--- config.mk ---
export PLATFORM = sky130hd
export DESIGN_NAME = tcr_timer
export DESIGN_NICKNAME = d
export VERILOG_FILES = /design/src/rtl/tcr_edge_detect.v /design/src/rtl/tcr_tick_gen.v /design/src/rtl/tcr_timer.v
export VERILOG_INCLUDE_DIRS = /design/src /design/src/rtl
export SDC_FILE = /design/constraint.sdc
export NUM_CORES = 1
export LEC_CHECK = 0
export BUFFER_PORTS_ARGS = -buffer_cell sky130_fd_sc_hd__clkbuf_2
export CORE_UTILIZATION = 35
export DETAILED_ROUTE_END_ITERATION = 6
export HOLD_SLACK_MARGIN = 0.08
export PLACE_DENSITY = 0.59
export SLEW_MARGIN = 20
export SYNTH_ARGS = -nofsm -noshare
export SYNTH_HDL_FRONTEND = slang
export SYNTH_SLANG_ARGS = --single-unit
--- constraint.sdc ---
create_clock -name ref_clk -period 2.22 [get_ports ref_clk]
set_clock_uncertainty 0.05 [all_clocks]
set_input_delay 0.222 -clock ref_clk [delete_from_list [all_inputs] [get_ports ref_clk]]
set_output_delay 0.222 -clock ref_clk [all_outputs]
set_load 0.1 [all_outputs]
--- src/rtl/tcr_regs.vh ---
// register addresses, field positions and counter constants of the timer block
`ifndef TCR_REGS_VH
`define TCR_REGS_VH
`define TCR_ADDR_CONTROL 8'hC8
`define TCR_ADDR_COUNT_LOW 8'hCC
`define TCR_ADDR_COUNT_HIGH 8'hCD
`define TCR_ADDR_RELOAD_LOW 8'hCA
`define TCR_ADDR_RELOAD_HIGH 8'hCB
`define TCR_CONTROL_RESET 8'h00
`define TCR_BIT_OVERFLOW 7
`define TCR_BIT_EXTERNAL 6
`define TCR_BIT_RX_CLOCK 5
`define TCR_BIT_TX_CLOCK 4
`define TCR_BIT_EXT_ENABLE 3
`define TCR_BIT_RUN 2
`define TCR_BIT_COUNTER 1
`define TCR_BIT_CAPTURE 0
`define TCR_COUNT_MAX 16'hFFFF
`define TCR_WORD_ZERO 16'h0000
`define TCR_BYTE_ZERO 8'h00
`define TCR_COUNT_STEP 16'h0001
`define TCR_LOW_BYTE 7:0
`define TCR_HIGH_BYTE 15:8
`define TCR_PIN_IDLE 1'b1
`endif

--- src/rtl/tcr_edge_detect.v ---
// falling-edge detector for a pin sampled on the clock
`timescale 1ns/1ps
`include "tcr_regs.vh"
module tcr_edge_detect (
  input wire ref_clk,
  input wire rst,
  input wire pin_in,
  output wire fall_pulse
);
  reg last_q;

  // last sample resets high, so a pin already low at release is taken as an edge
  always @(posedge ref_clk or posedge rst) begin
    if (rst) begin
      last_q <= `TCR_PIN_IDLE;
    end else begin
      last_q <= pin_in;
    end
  end

  assign fall_pulse = last_q & ~pin_in;
endmodule

--- src/rtl/tcr_tick_gen.v ---
// count tick source: internal divided clock or external pin falling edges
`timescale 1ns/1ps
module tcr_tick_gen #(
  parameter DIV_TIMER = 12,
  parameter DIV_BAUD = 2
) (
  input wire ref_clk,
  input wire rst,
  input wire baud_mode,
  input wire use_pin,
  input wire pin_fall,
  output wire tick
);
  reg [3:0] div_q;
  wire [3:0] limit;
  wire wrap;
  // the 4-bit divider limits either ratio to at most 16
  localparam [31:0] LIMIT_TIMER = DIV_TIMER - 1;
  localparam [31:0] LIMIT_BAUD = DIV_BAUD - 1;

  // baud mode counts faster, as the internal timer divider differs there
  assign limit = baud_mode ? LIMIT_BAUD[3:0] : LIMIT_TIMER[3:0];
  assign wrap = (div_q >= limit);

  always @(posedge ref_clk or posedge rst) begin
    if (rst) begin
      div_q <= 4'h0;
    end else if (wrap) begin
      div_q <= 4'h0;
    end else begin
      div_q <= div_q + 4'h1;
    end
  end

  assign tick = use_pin ? pin_fall : wrap;
endmodule

--- src/rtl/tcr_timer.v ---
// 16-bit capture / auto-reload / baud-rate timer with its register port
`timescale 1ns/1ps
`include "tcr_regs.vh"
module tcr_timer #(
  parameter DIV_TIMER = 12,
  parameter DIV_BAUD = 2
) (
  input wire ref_clk,
  input wire rst,
  input wire [7:0] reg_addr,
  input wire [7:0] reg_wdata,
  input wire reg_write,
  input wire reg_read,
  output reg [7:0] reg_rdata,
  input wire trigger_pin,
  input wire count_pin,
  input wire t1_overflow,
  output wire timer_irq,
  output wire first_uart_rx_clock,
  output wire first_uart_tx_clock,
  output wire overflow_pulse
);
  reg [7:0] timer_two_control_q;
  reg [7:0] timer_two_control_d;
  reg [7:0] count_low_byte_q;
  reg [7:0] count_high_byte_q;
  reg [7:0] capture_reload_low_q;
  reg [7:0] capture_reload_high_q;
  reg [15:0] count_d;
  reg [15:0] reload_d;
  reg ovf_pulse_q;
  reg [7:0] rdata_d;
  reg wrap_loads;
  reg wrap_flags;
  reg trig_loads;
  reg trig_copies;

  wire trig_fall;
  wire cnt_fall;
  wire tick;
  wire run;
  wire ext_en;
  wire rx_sel;
  wire tx_sel;
  wire flag_ovf;
  wire flag_ext;
  wire [1:0] mode;
  wire baud_mode;
  wire capture_mode;
  wire [15:0] count;
  wire [15:0] reload;
  wire [15:0] count_inc;
  wire count_step;
  wire at_max;
  wire wrap;
  wire wrap_reload;
  wire trig_event;
  wire capture_now;
  wire trig_reload;
  wire set_overflow;
  wire set_external;
  wire wr_ctrl;
  wire wr_count_low;
  wire wr_count_high;
  wire wr_reload_low;
  wire wr_reload_high;

  // decode an address hit for a write
  function hit;
    input [7:0] addr;
    input [7:0] want;
    input we;
    begin
      hit = we & (addr == want);
    end
  endfunction

  // operating modes; the spare code is never produced by mode_of
  localparam [1:0] MODE_RELOAD = 2'h0;
  localparam [1:0] MODE_CAPTURE = 2'h1;
  localparam [1:0] MODE_BAUD = 2'h2;
  localparam [1:0] MODE_SPARE = 2'h3;

  // mode from the control byte: either clock-select bit overrides capture
  function [1:0] mode_of;
    input [7:0] ctrl;
    begin
      if (ctrl[`TCR_BIT_RX_CLOCK] | ctrl[`TCR_BIT_TX_CLOCK]) begin
        mode_of = MODE_BAUD;
      end else if (ctrl[`TCR_BIT_CAPTURE]) begin
        mode_of = MODE_CAPTURE;
      end else begin
        mode_of = MODE_RELOAD;
      end
    end
  endfunction

  tcr_edge_detect u_trig (
    .ref_clk(ref_clk),
    .rst(rst),
    .pin_in(trigger_pin),
    .fall_pulse(trig_fall)
  );

  tcr_edge_detect u_cnt (
    .ref_clk(ref_clk),
    .rst(rst),
    .pin_in(count_pin),
    .fall_pulse(cnt_fall)
  );

  tcr_tick_gen #(
    .DIV_TIMER(DIV_TIMER),
    .DIV_BAUD(DIV_BAUD)
  ) u_tick (
    .ref_clk(ref_clk),
    .rst(rst),
    .baud_mode(baud_mode),
    .use_pin(timer_two_control_q[`TCR_BIT_COUNTER]),
    .pin_fall(cnt_fall),
    .tick(tick)
  );

  // packed views of the byte pairs; bytes stay independent registers
  assign count = {count_high_byte_q, count_low_byte_q};
  assign reload = {capture_reload_high_q, capture_reload_low_q};

  // control bit fields, named once so the logic below stays readable
  assign run = timer_two_control_q[`TCR_BIT_RUN];
  assign ext_en = timer_two_control_q[`TCR_BIT_EXT_ENABLE];
  assign rx_sel = timer_two_control_q[`TCR_BIT_RX_CLOCK];
  assign tx_sel = timer_two_control_q[`TCR_BIT_TX_CLOCK];
  assign flag_ovf = timer_two_control_q[`TCR_BIT_OVERFLOW];
  assign flag_ext = timer_two_control_q[`TCR_BIT_EXTERNAL];

  // mode decode; baud mode also speeds up the internal divider
  assign mode = mode_of(timer_two_control_q);
  assign baud_mode = (mode == MODE_BAUD);
  assign capture_mode = (mode == MODE_CAPTURE);

  // per-mode reaction to a wrap and to a trigger edge
  always @* begin
    wrap_loads = 1'b0;
    wrap_flags = 1'b0;
    trig_loads = 1'b0;
    trig_copies = 1'b0;
    case (mode)
      MODE_CAPTURE: begin
        wrap_flags = 1'b1;
        trig_copies = 1'b1;
      end
      MODE_RELOAD: begin
        wrap_loads = 1'b1;
        wrap_flags = 1'b1;
        trig_loads = 1'b1;
      end
      MODE_BAUD: begin
        wrap_loads = 1'b1;
      end
      default: begin
        wrap_loads = 1'b0;
      end
    endcase
  end

  // one write strobe per register, so each byte sees only its own address
  assign wr_ctrl = hit(reg_addr, `TCR_ADDR_CONTROL, reg_write);
  assign wr_count_low = hit(reg_addr, `TCR_ADDR_COUNT_LOW, reg_write);
  assign wr_count_high = hit(reg_addr, `TCR_ADDR_COUNT_HIGH, reg_write);
  assign wr_reload_low = hit(reg_addr, `TCR_ADDR_RELOAD_LOW, reg_write);
  assign wr_reload_high = hit(reg_addr, `TCR_ADDR_RELOAD_HIGH, reg_write);

  // a tick only counts while the run bit is set, in every mode
  assign count_step = run & tick;
  assign at_max = (count == `TCR_COUNT_MAX);
  assign wrap = count_step & at_max;
  assign count_inc = count + `TCR_COUNT_STEP;
  assign wrap_reload = wrap & wrap_loads;

  // trigger events act whether or not the counter runs
  assign trig_event = trig_fall & ext_en;
  assign capture_now = trig_event & trig_copies;
  assign trig_reload = trig_event & trig_loads;

  // flag set sources; a baud-mode wrap is never flagged
  assign set_overflow = wrap & wrap_flags;
  assign set_external = trig_event;

  // control register next value: a hardware set beats a software clear
  always @* begin
    timer_two_control_d = timer_two_control_q;
    if (wr_ctrl) begin
      timer_two_control_d = reg_wdata;
    end
    if (set_overflow) begin
      timer_two_control_d[`TCR_BIT_OVERFLOW] = 1'b1;
    end
    if (set_external) begin
      timer_two_control_d[`TCR_BIT_EXTERNAL] = 1'b1;
    end
  end

  // count next value: a tick or trigger reload beats a software write
  always @* begin
    count_d = count;
    if (wr_count_low) begin
      count_d[`TCR_LOW_BYTE] = reg_wdata;
    end
    if (wr_count_high) begin
      count_d[`TCR_HIGH_BYTE] = reg_wdata;
    end
    if (count_step) begin
      if (wrap_reload) begin
        count_d = reload;
      end else begin
        count_d = count_inc;
      end
    end
    if (trig_reload) begin
      count_d = reload;
    end
  end

  // reload next value: a capture beats a software write
  always @* begin
    reload_d = reload;
    if (wr_reload_low) begin
      reload_d[`TCR_LOW_BYTE] = reg_wdata;
    end
    if (wr_reload_high) begin
      reload_d[`TCR_HIGH_BYTE] = reg_wdata;
    end
    if (capture_now) begin
      reload_d = count;
    end
  end

  // control register
  always @(posedge ref_clk or posedge rst) begin
    if (rst) begin
      timer_two_control_q <= `TCR_CONTROL_RESET;
    end else begin
      timer_two_control_q <= timer_two_control_d;
    end
  end

  // count bytes
  always @(posedge ref_clk or posedge rst) begin
    if (rst) begin
      count_low_byte_q <= `TCR_BYTE_ZERO;
      count_high_byte_q <= `TCR_BYTE_ZERO;
    end else begin
      count_low_byte_q <= count_d[`TCR_LOW_BYTE];
      count_high_byte_q <= count_d[`TCR_HIGH_BYTE];
    end
  end

  // capture / reload bytes
  always @(posedge ref_clk or posedge rst) begin
    if (rst) begin
      capture_reload_low_q <= `TCR_BYTE_ZERO;
      capture_reload_high_q <= `TCR_BYTE_ZERO;
    end else begin
      capture_reload_low_q <= reload_d[`TCR_LOW_BYTE];
      capture_reload_high_q <= reload_d[`TCR_HIGH_BYTE];
    end
  end

  // overflow pulse one cycle after each wrap, in every mode
  always @(posedge ref_clk or posedge rst) begin
    if (rst) begin
      ovf_pulse_q <= 1'b0;
    end else begin
      ovf_pulse_q <= wrap;
    end
  end

  // read multiplexer; unmapped addresses return zero
  always @* begin
    rdata_d = `TCR_BYTE_ZERO;
    case (reg_addr)
      `TCR_ADDR_CONTROL: rdata_d = timer_two_control_q;
      `TCR_ADDR_COUNT_LOW: rdata_d = count_low_byte_q;
      `TCR_ADDR_COUNT_HIGH: rdata_d = count_high_byte_q;
      `TCR_ADDR_RELOAD_LOW: rdata_d = capture_reload_low_q;
      `TCR_ADDR_RELOAD_HIGH: rdata_d = capture_reload_high_q;
      default: rdata_d = `TCR_BYTE_ZERO;
    endcase
  end

  // read data is registered and holds until the next read
  always @(posedge ref_clk or posedge rst) begin
    if (rst) begin
      reg_rdata <= `TCR_BYTE_ZERO;
    end else if (reg_read) begin
      reg_rdata <= rdata_d;
    end
  end

  // level request from stored flags, so it stays until software clears both
  assign timer_irq = flag_ovf | flag_ext;
  assign overflow_pulse = ovf_pulse_q;
  // uart clocks fall back to timer 1 overflow when not selected
  assign first_uart_rx_clock = rx_sel ? ovf_pulse_q : t1_overflow;
  assign first_uart_tx_clock = tx_sel ? ovf_pulse_q : t1_overflow;
endmodule

==> out/qor.csv, run 1 <==
metric,value,unit
clockRootBuffer,clkbuf_8,
synth_edf_count,0,
pre_cts_ws,-19.04,ps
dieArea,10030,um2
ant_nets,0,
period_share,94.76,%
synth-simple-area-share,20.30,%
relSlewSlack,54.08,%
clockBufferDepth,2,
fmax,475.4,MHz
dr_total_vias,3066,
synth_mux_area_share,13.10,%
crit_path_start,timer_two_control_q[4],
final_util,43.77,%
gp_congestion,0.8881,
clkTransAtPathRegs,100,ps
synth_compound_area_share,19.37,%
final_common_cell,dfrtp_1,
wl_per_cell,18.66,um
cp_max_fo,4,
avgSynthCellArea,9.831,um2
fin_cells,539,
leakage,0.001895,uW
clkSinkCount,55,
min_from,reg_wdata[3],
track_usage,20.73,%
ys.flop_type,dfrtp_1,
setup_ws,116.3,ps
grt_pass1_wl,16.06,mm
htree_levels,2,
critPathMaxStageDelay,500,ps
final_cell_mix,"dfrtp_1 (53), buf_4 (43), nor2_1 (39), mux2i_1 (34), clkbuf_2 (34)",
ys_seq_elements,55,
die_width,100.2,um
critPathSlowestCell,o41a_4,
antenna_found_initial,0,
die_h,100.2,um
drc,0,
fin_nets,434,
vias_per_cell,5.688,
hp-class,in2reg,
path_delay_family,compound AO/OA/AOI/OAI gates,
design.core.area,9284,um2
synth_fa_ha_area_share,0.7421,%
grt.overflow.total,0,
crit_top_cell,buf_4,
finalHoldViolations,0,
worstMarginPinSlew,687.8,ps
placementRows,35,
hpwl,7.588,mm
synthXorXnorAreaFrac,1.818,%
setup_viol_count_final,0,
synth_top_family_by_area,simple AND/OR/NAND/NOR gates,
syn-cell-area,3372,um2
ir_worst_vdd,354.2,uV
cap_violations,0,
ios,35,
worstSetupStartpointType,flop,
syn-num-nets,368,
end_kind,flop,
synth_cells,343,
ys_warn_count,0,
clk_latency,320,ps
crit_chain,a2111oi_2 > buf_4 > o41a_4 > buf_4 > or4_1 > o21ai_0 > a221o_1,
post-route-min-period,2104,ps
pwr_density_cell,794.1,nW/um2
ys_seq_area_share,40.89,%
drv_slew,0,
layout-drive-gt1-share,29.51,%
synthArstFlopShare,100.0,%
grt_max_degree,33,
area_growth,20.52,%
grt_pass1_vias,2918,
dp.cells,526,
wl,10.06,mm
cp.arrival,2310,ps
path_class,reg2reg,
initial_core_util,36.32,%
cts_made_buffers,5,
io_buffers,34,
antenna_cells,0,
drtIter0Drc,267,
cp.required,2430,ps
synth_cell_types,64,
critPathBufInv,2,
status,completed,
cts_tree,done,
postPlaceCellArea,3902,um2
r2r_start,timer_two_control_q[4],
drtPass1Iterations,5,
design_area,4064,um2
rsz0062_at_grt,false,
==> final timing paths <==
path	depth (start not counted)	to	slack, ps
min reg2reg	2	reg_rdata[2]	490
max in group asynchronous	4	timer_two_control_q[7]	980
min in group asynchronous	3	count_high_byte_q[0]	480
min	2	timer_two_control_q[3]	200
max	7	count_low_byte_q[4]	120
max reg2reg	7	count_low_byte_q[4]	120
==> report_power, final <==
group	internal, uW	leakage [uW]	switching (uW)
Combinational	578	0.00114	727
Clock	221	0.0000402	357
Sequential	1180	0.000716	167
==> stage by stage <==
step           total power [uW]  hold slack, ps  setup TNS, ps
6_report                   3227           200.0              0
5_1_grt                    3400           204.0              0
4_1_cts                    3171           207.1              0
3_5_place_dp               2594           278.0         -19.04
3_3_place_gp               2572           271.3              0
2_1_floorplan              2150           176.5              0
==> Yosys cell counts (all sizes together), types with 8 or more instances <==
master,instances,area (um2)
buf,9,62.56
nor3,15,75.07
mux2i,34,340.3
a221oi,8,70.07
nand3,10,55.05
nor2,40,152.6
a21oi,25,136.4
mux2,9,101.4
clkbuf,12,46.29
nand2,26,110.1
nor4,9,98.84
dfrtp,53,1326
a31oi,8,50.05
==> final cells by class <==
type	count	area (um2)
clock inverters	3	20.02
inverters	5	18.77
flip-flops and latches	55	1379
well taps	129	161.4
clock buffers	5	68.82
repair buffers	80	523.0
fillers	910	5220
multi-input cells	262	1893
==> cells by family (layout without fill, tap and decap cells) <==
kind of cell               Yosys count  count (layout)
muxes                               43              43
adders and majority gates            2               2
and+or+nand+nor                    126             126
AOI/OAI and AO/OA                   84              84
xor gates and xnor gates             7               7
buffers and inverters               26              93
DFF                                 55              55
==> state kept, by name (all words and copies together) (netlist names), 4 cells and up <==
signal                 flops
reg_rdata                  8
capture_reload_high_q      8
count_high_byte_q          8
capture_reload_low_q       8
count_low_byte_q           8
u_tick.div_q               4
timer_two_control_q        8
==> layer usage <==
| metal | up-vias | track usage (%) | wire length, um | part of all wire, % |
|---|---|---|---|---|
| li1 | 1429 | - | - | - |
| met3 | 13 | 2.437 | 415 | 4.1 |
| met1 | 1526 | 29.78 | 4699 | 47 |
| met5 | - | 0 | 0 | 0 |
| met4 | 0 | 4.794 | 158 | 1.6 |
| met2 | 98 | 33.40 | 4781 | 48 |
==> timing repair <==
item,CTS,global route
endpoints found under the setup margin,2,9
hold endpoints to repair,28,0
resized for setup,1,3
setup buffers,0,2
hold buffers,3,0
pin swaps,0,1
Power figures use the tool's default switching activity.
==> inputs of run 2 (changes only) <==
--- a/config.mk
+++ b/config.mk
@@ -9,6 +9,7 @@
 export BUFFER_PORTS_ARGS = -buffer_cell sky130_fd_sc_hd__clkbuf_2
 export CORE_UTILIZATION = 35
 export DETAILED_ROUTE_END_ITERATION = 6
+export GPL_TIMING_DRIVEN = 0
 export HOLD_SLACK_MARGIN = 0.08
 export PLACE_DENSITY = 0.59
 export SLEW_MARGIN = 20
==> run 2 against run 1 <==
- the run now ends with negative setup slack left
- sequential share of layout area up 0.54 points
- setup slack worse by 120 ps
- fmax down 5.5%
- final area down 0.95%
- clock-buffer cell count up 1
- register-to-register slack worse by 120 ps
- flip-flop and latch count unchanged
- combinational power down 18%
- critical path depth down 2
- routed wire length up 1.8%
- via count up 0.13%
==> out/qor.csv, run 2 (same netlist as run 1, synthesis figures left out) <==
metric,value,unit,change
clkTransAtPathRegs,110,ps,about the same
antenna_found_initial,0,,unchanged
violations,negative setup slack,,
cts_tree,done,,
die_h,100.2,um,unchanged
clockBufferDepth,2,,unchanged
period_share,100.3,%,+5.6 points
vias_per_cell,5.848,,+2.8%
clockRootBuffer,clkbuf_8,,
ios,35,,unchanged
pwr_density_cell,820.1,nW/um2,+3.3%
drtIter0Drc,274,,+2.6%
area_growth,19.37,%,
total_power,3301,uW,+2.3%
hpwl,7.173,mm,-5.5%
clkSinkCount,55,,unchanged
final_cell_mix,"dfrtp_1 (46), nor2_1 (39), clkbuf_2 (37), mux2i_1 (34), a21oi_1 (24)",,
drtPass1Iterations,5,,unchanged
grt_pass1_wl,15.92,mm,-0.86%
gp_congestion,0.8975,,+1.1%
busiest_layer,met2,,
cp.arrival,2380,ps,+70 ps
rsz0062_at_grt,true,,
cap_violations,0,,unchanged
met2_usage,33.61,%,+0.21 points
path_class,reg2reg,,
track_usage,21.01,%,+0.28 points
final_common_cell,dfrtp_1,,
setup_viol_count_final,1,,+1
ir_worst_vdd,360.8,uV,+1.9%
design_area,4025,um2,-0.95%
fillers,939,,+3.2%
wl_per_cell,19.49,um,+4.5%
htree_levels,2,,unchanged
leakage,0.001820,uW,-3.9%
cp_max_fo,10,,+6
placementRows,35,,unchanged
postPlaceCellArea,3706,um2,-5.0%
hp-class,in2reg,,
fmax,449.0,MHz,-5.5%
dr_total_vias,3070,,+0.13%
post-route-min-period,2227,ps,+123.6 ps
initial_core_util,36.32,%,unchanged
antenna_cells,0,,unchanged
grt_max_degree,56,,+70%
io_buffers,33,,-2.9%
setup_ws,-7.276,ps,-123.6 ps
drc,0,,unchanged
design.core.area,9284,um2,unchanged
die_width,100.2,um,unchanged
grt.overflow.total,0,,unchanged
met3_usage,4.387,%,+1.9 points
hold_ws,192.6,ps,-7.427 ps
status,finished with violations,,
rr_worst_depth,5,,-2
whs_path_depth,2,,unchanged
cp.required,2370,ps,-60 ps
worstSetupStartpointType,flop,,
layout-drive-gt1-share,27.02,%,-2.5 points
wl,10.23,mm,+1.8%
fin_nets,420,,-3.2%
clk_latency,320,ps,about the same
ant_nets,0,,unchanged
end_kind,flop,,
grt_pass1_vias,2922,,+0.14%
grtUsageMet1,28.36,%,-1.4 points
drv_slew,0,,unchanged
dieArea,10030,um2,unchanged
relSlewSlack,47.39,%,-6.7 points
finalHoldViolations,0,,unchanged
worstMarginPinSlew,789.2,ps,+101.4 ps
cts_made_buffers,5,,unchanged
## run 2: path summary, 6_finish.rpt
path                                        start                       end  slack (ps)
max reg2reg                timer_two_control_q[4]      count_high_byte_q[2]          -7
min reg2reg                timer_two_control_q[6]    timer_two_control_q[6]         470
min in group asynchronous                     rst  capture_reload_high_q[5]         510
max in group asynchronous                     rst       count_low_byte_q[0]        1110
max                        timer_two_control_q[4]      count_high_byte_q[2]          -7
min                                  reg_wdata[1]    timer_two_control_q[1]         190
## run 2: layout make-up
type | instances | area [um2] | share of cell area (%)
repair buffers | 45 | 262.8 | 6.528
flip-flops and latches | 55 | 1388 | 34.47
plain buffers | 21 | 112.6 | 2.798
clock inverters | 2 | 60.06 | 1.492
well taps | 129 | 161.4 | 4.010
multi-input cells | 262 | 1947 | 48.37
clock buffers | 6 | 72.57 | 1.803
inverters | 5 | 21.27 | 0.5284
## run 2: worst max-delay path, stage by stage (launching register included)
cell	delay [ps]
dfrtp_2	470
or2_2	370
or3_1	420
clkbuf_2	280
a32o_1	300
a211o_1	220
## run 2: through the flow
stage | utilization (%) | instances | setup slack, ps | TNS [ps]
floorplan | - | 343 | 103.8 | 0
global placement | 39.84 | 505 | -474.1 | -18390
detailed placement | 39.92 | 505 | -407.5 | -7196
CTS | 42.74 | 523 | 25.34 | 0
global route | 43.36 | 525 | -48.48 | -349.4
finish | 43.36 | 525 | -7.276 | -7.276
## run 2: repair_timing
action	4_1_cts	5_1_grt
setup buffers	7	2
hold buffers	3	0
setup endpoints to repair	16	37
pin swaps	4	3
resized for setup	11	13
hold endpoints to repair	55	0
## run 2: power breakdown
group / internal, uW / switching, uW
Sequential: 1190 / 237
Clock: 451 / 344
Combinational: 450 / 633
## run 2: metal layers
metal  up-vias  part of all wire, %
met5         -                    0
met4         0                  2.1
met3        27                  7.4
met2       138                   46
met1      1501                   44
li1       1404                    -
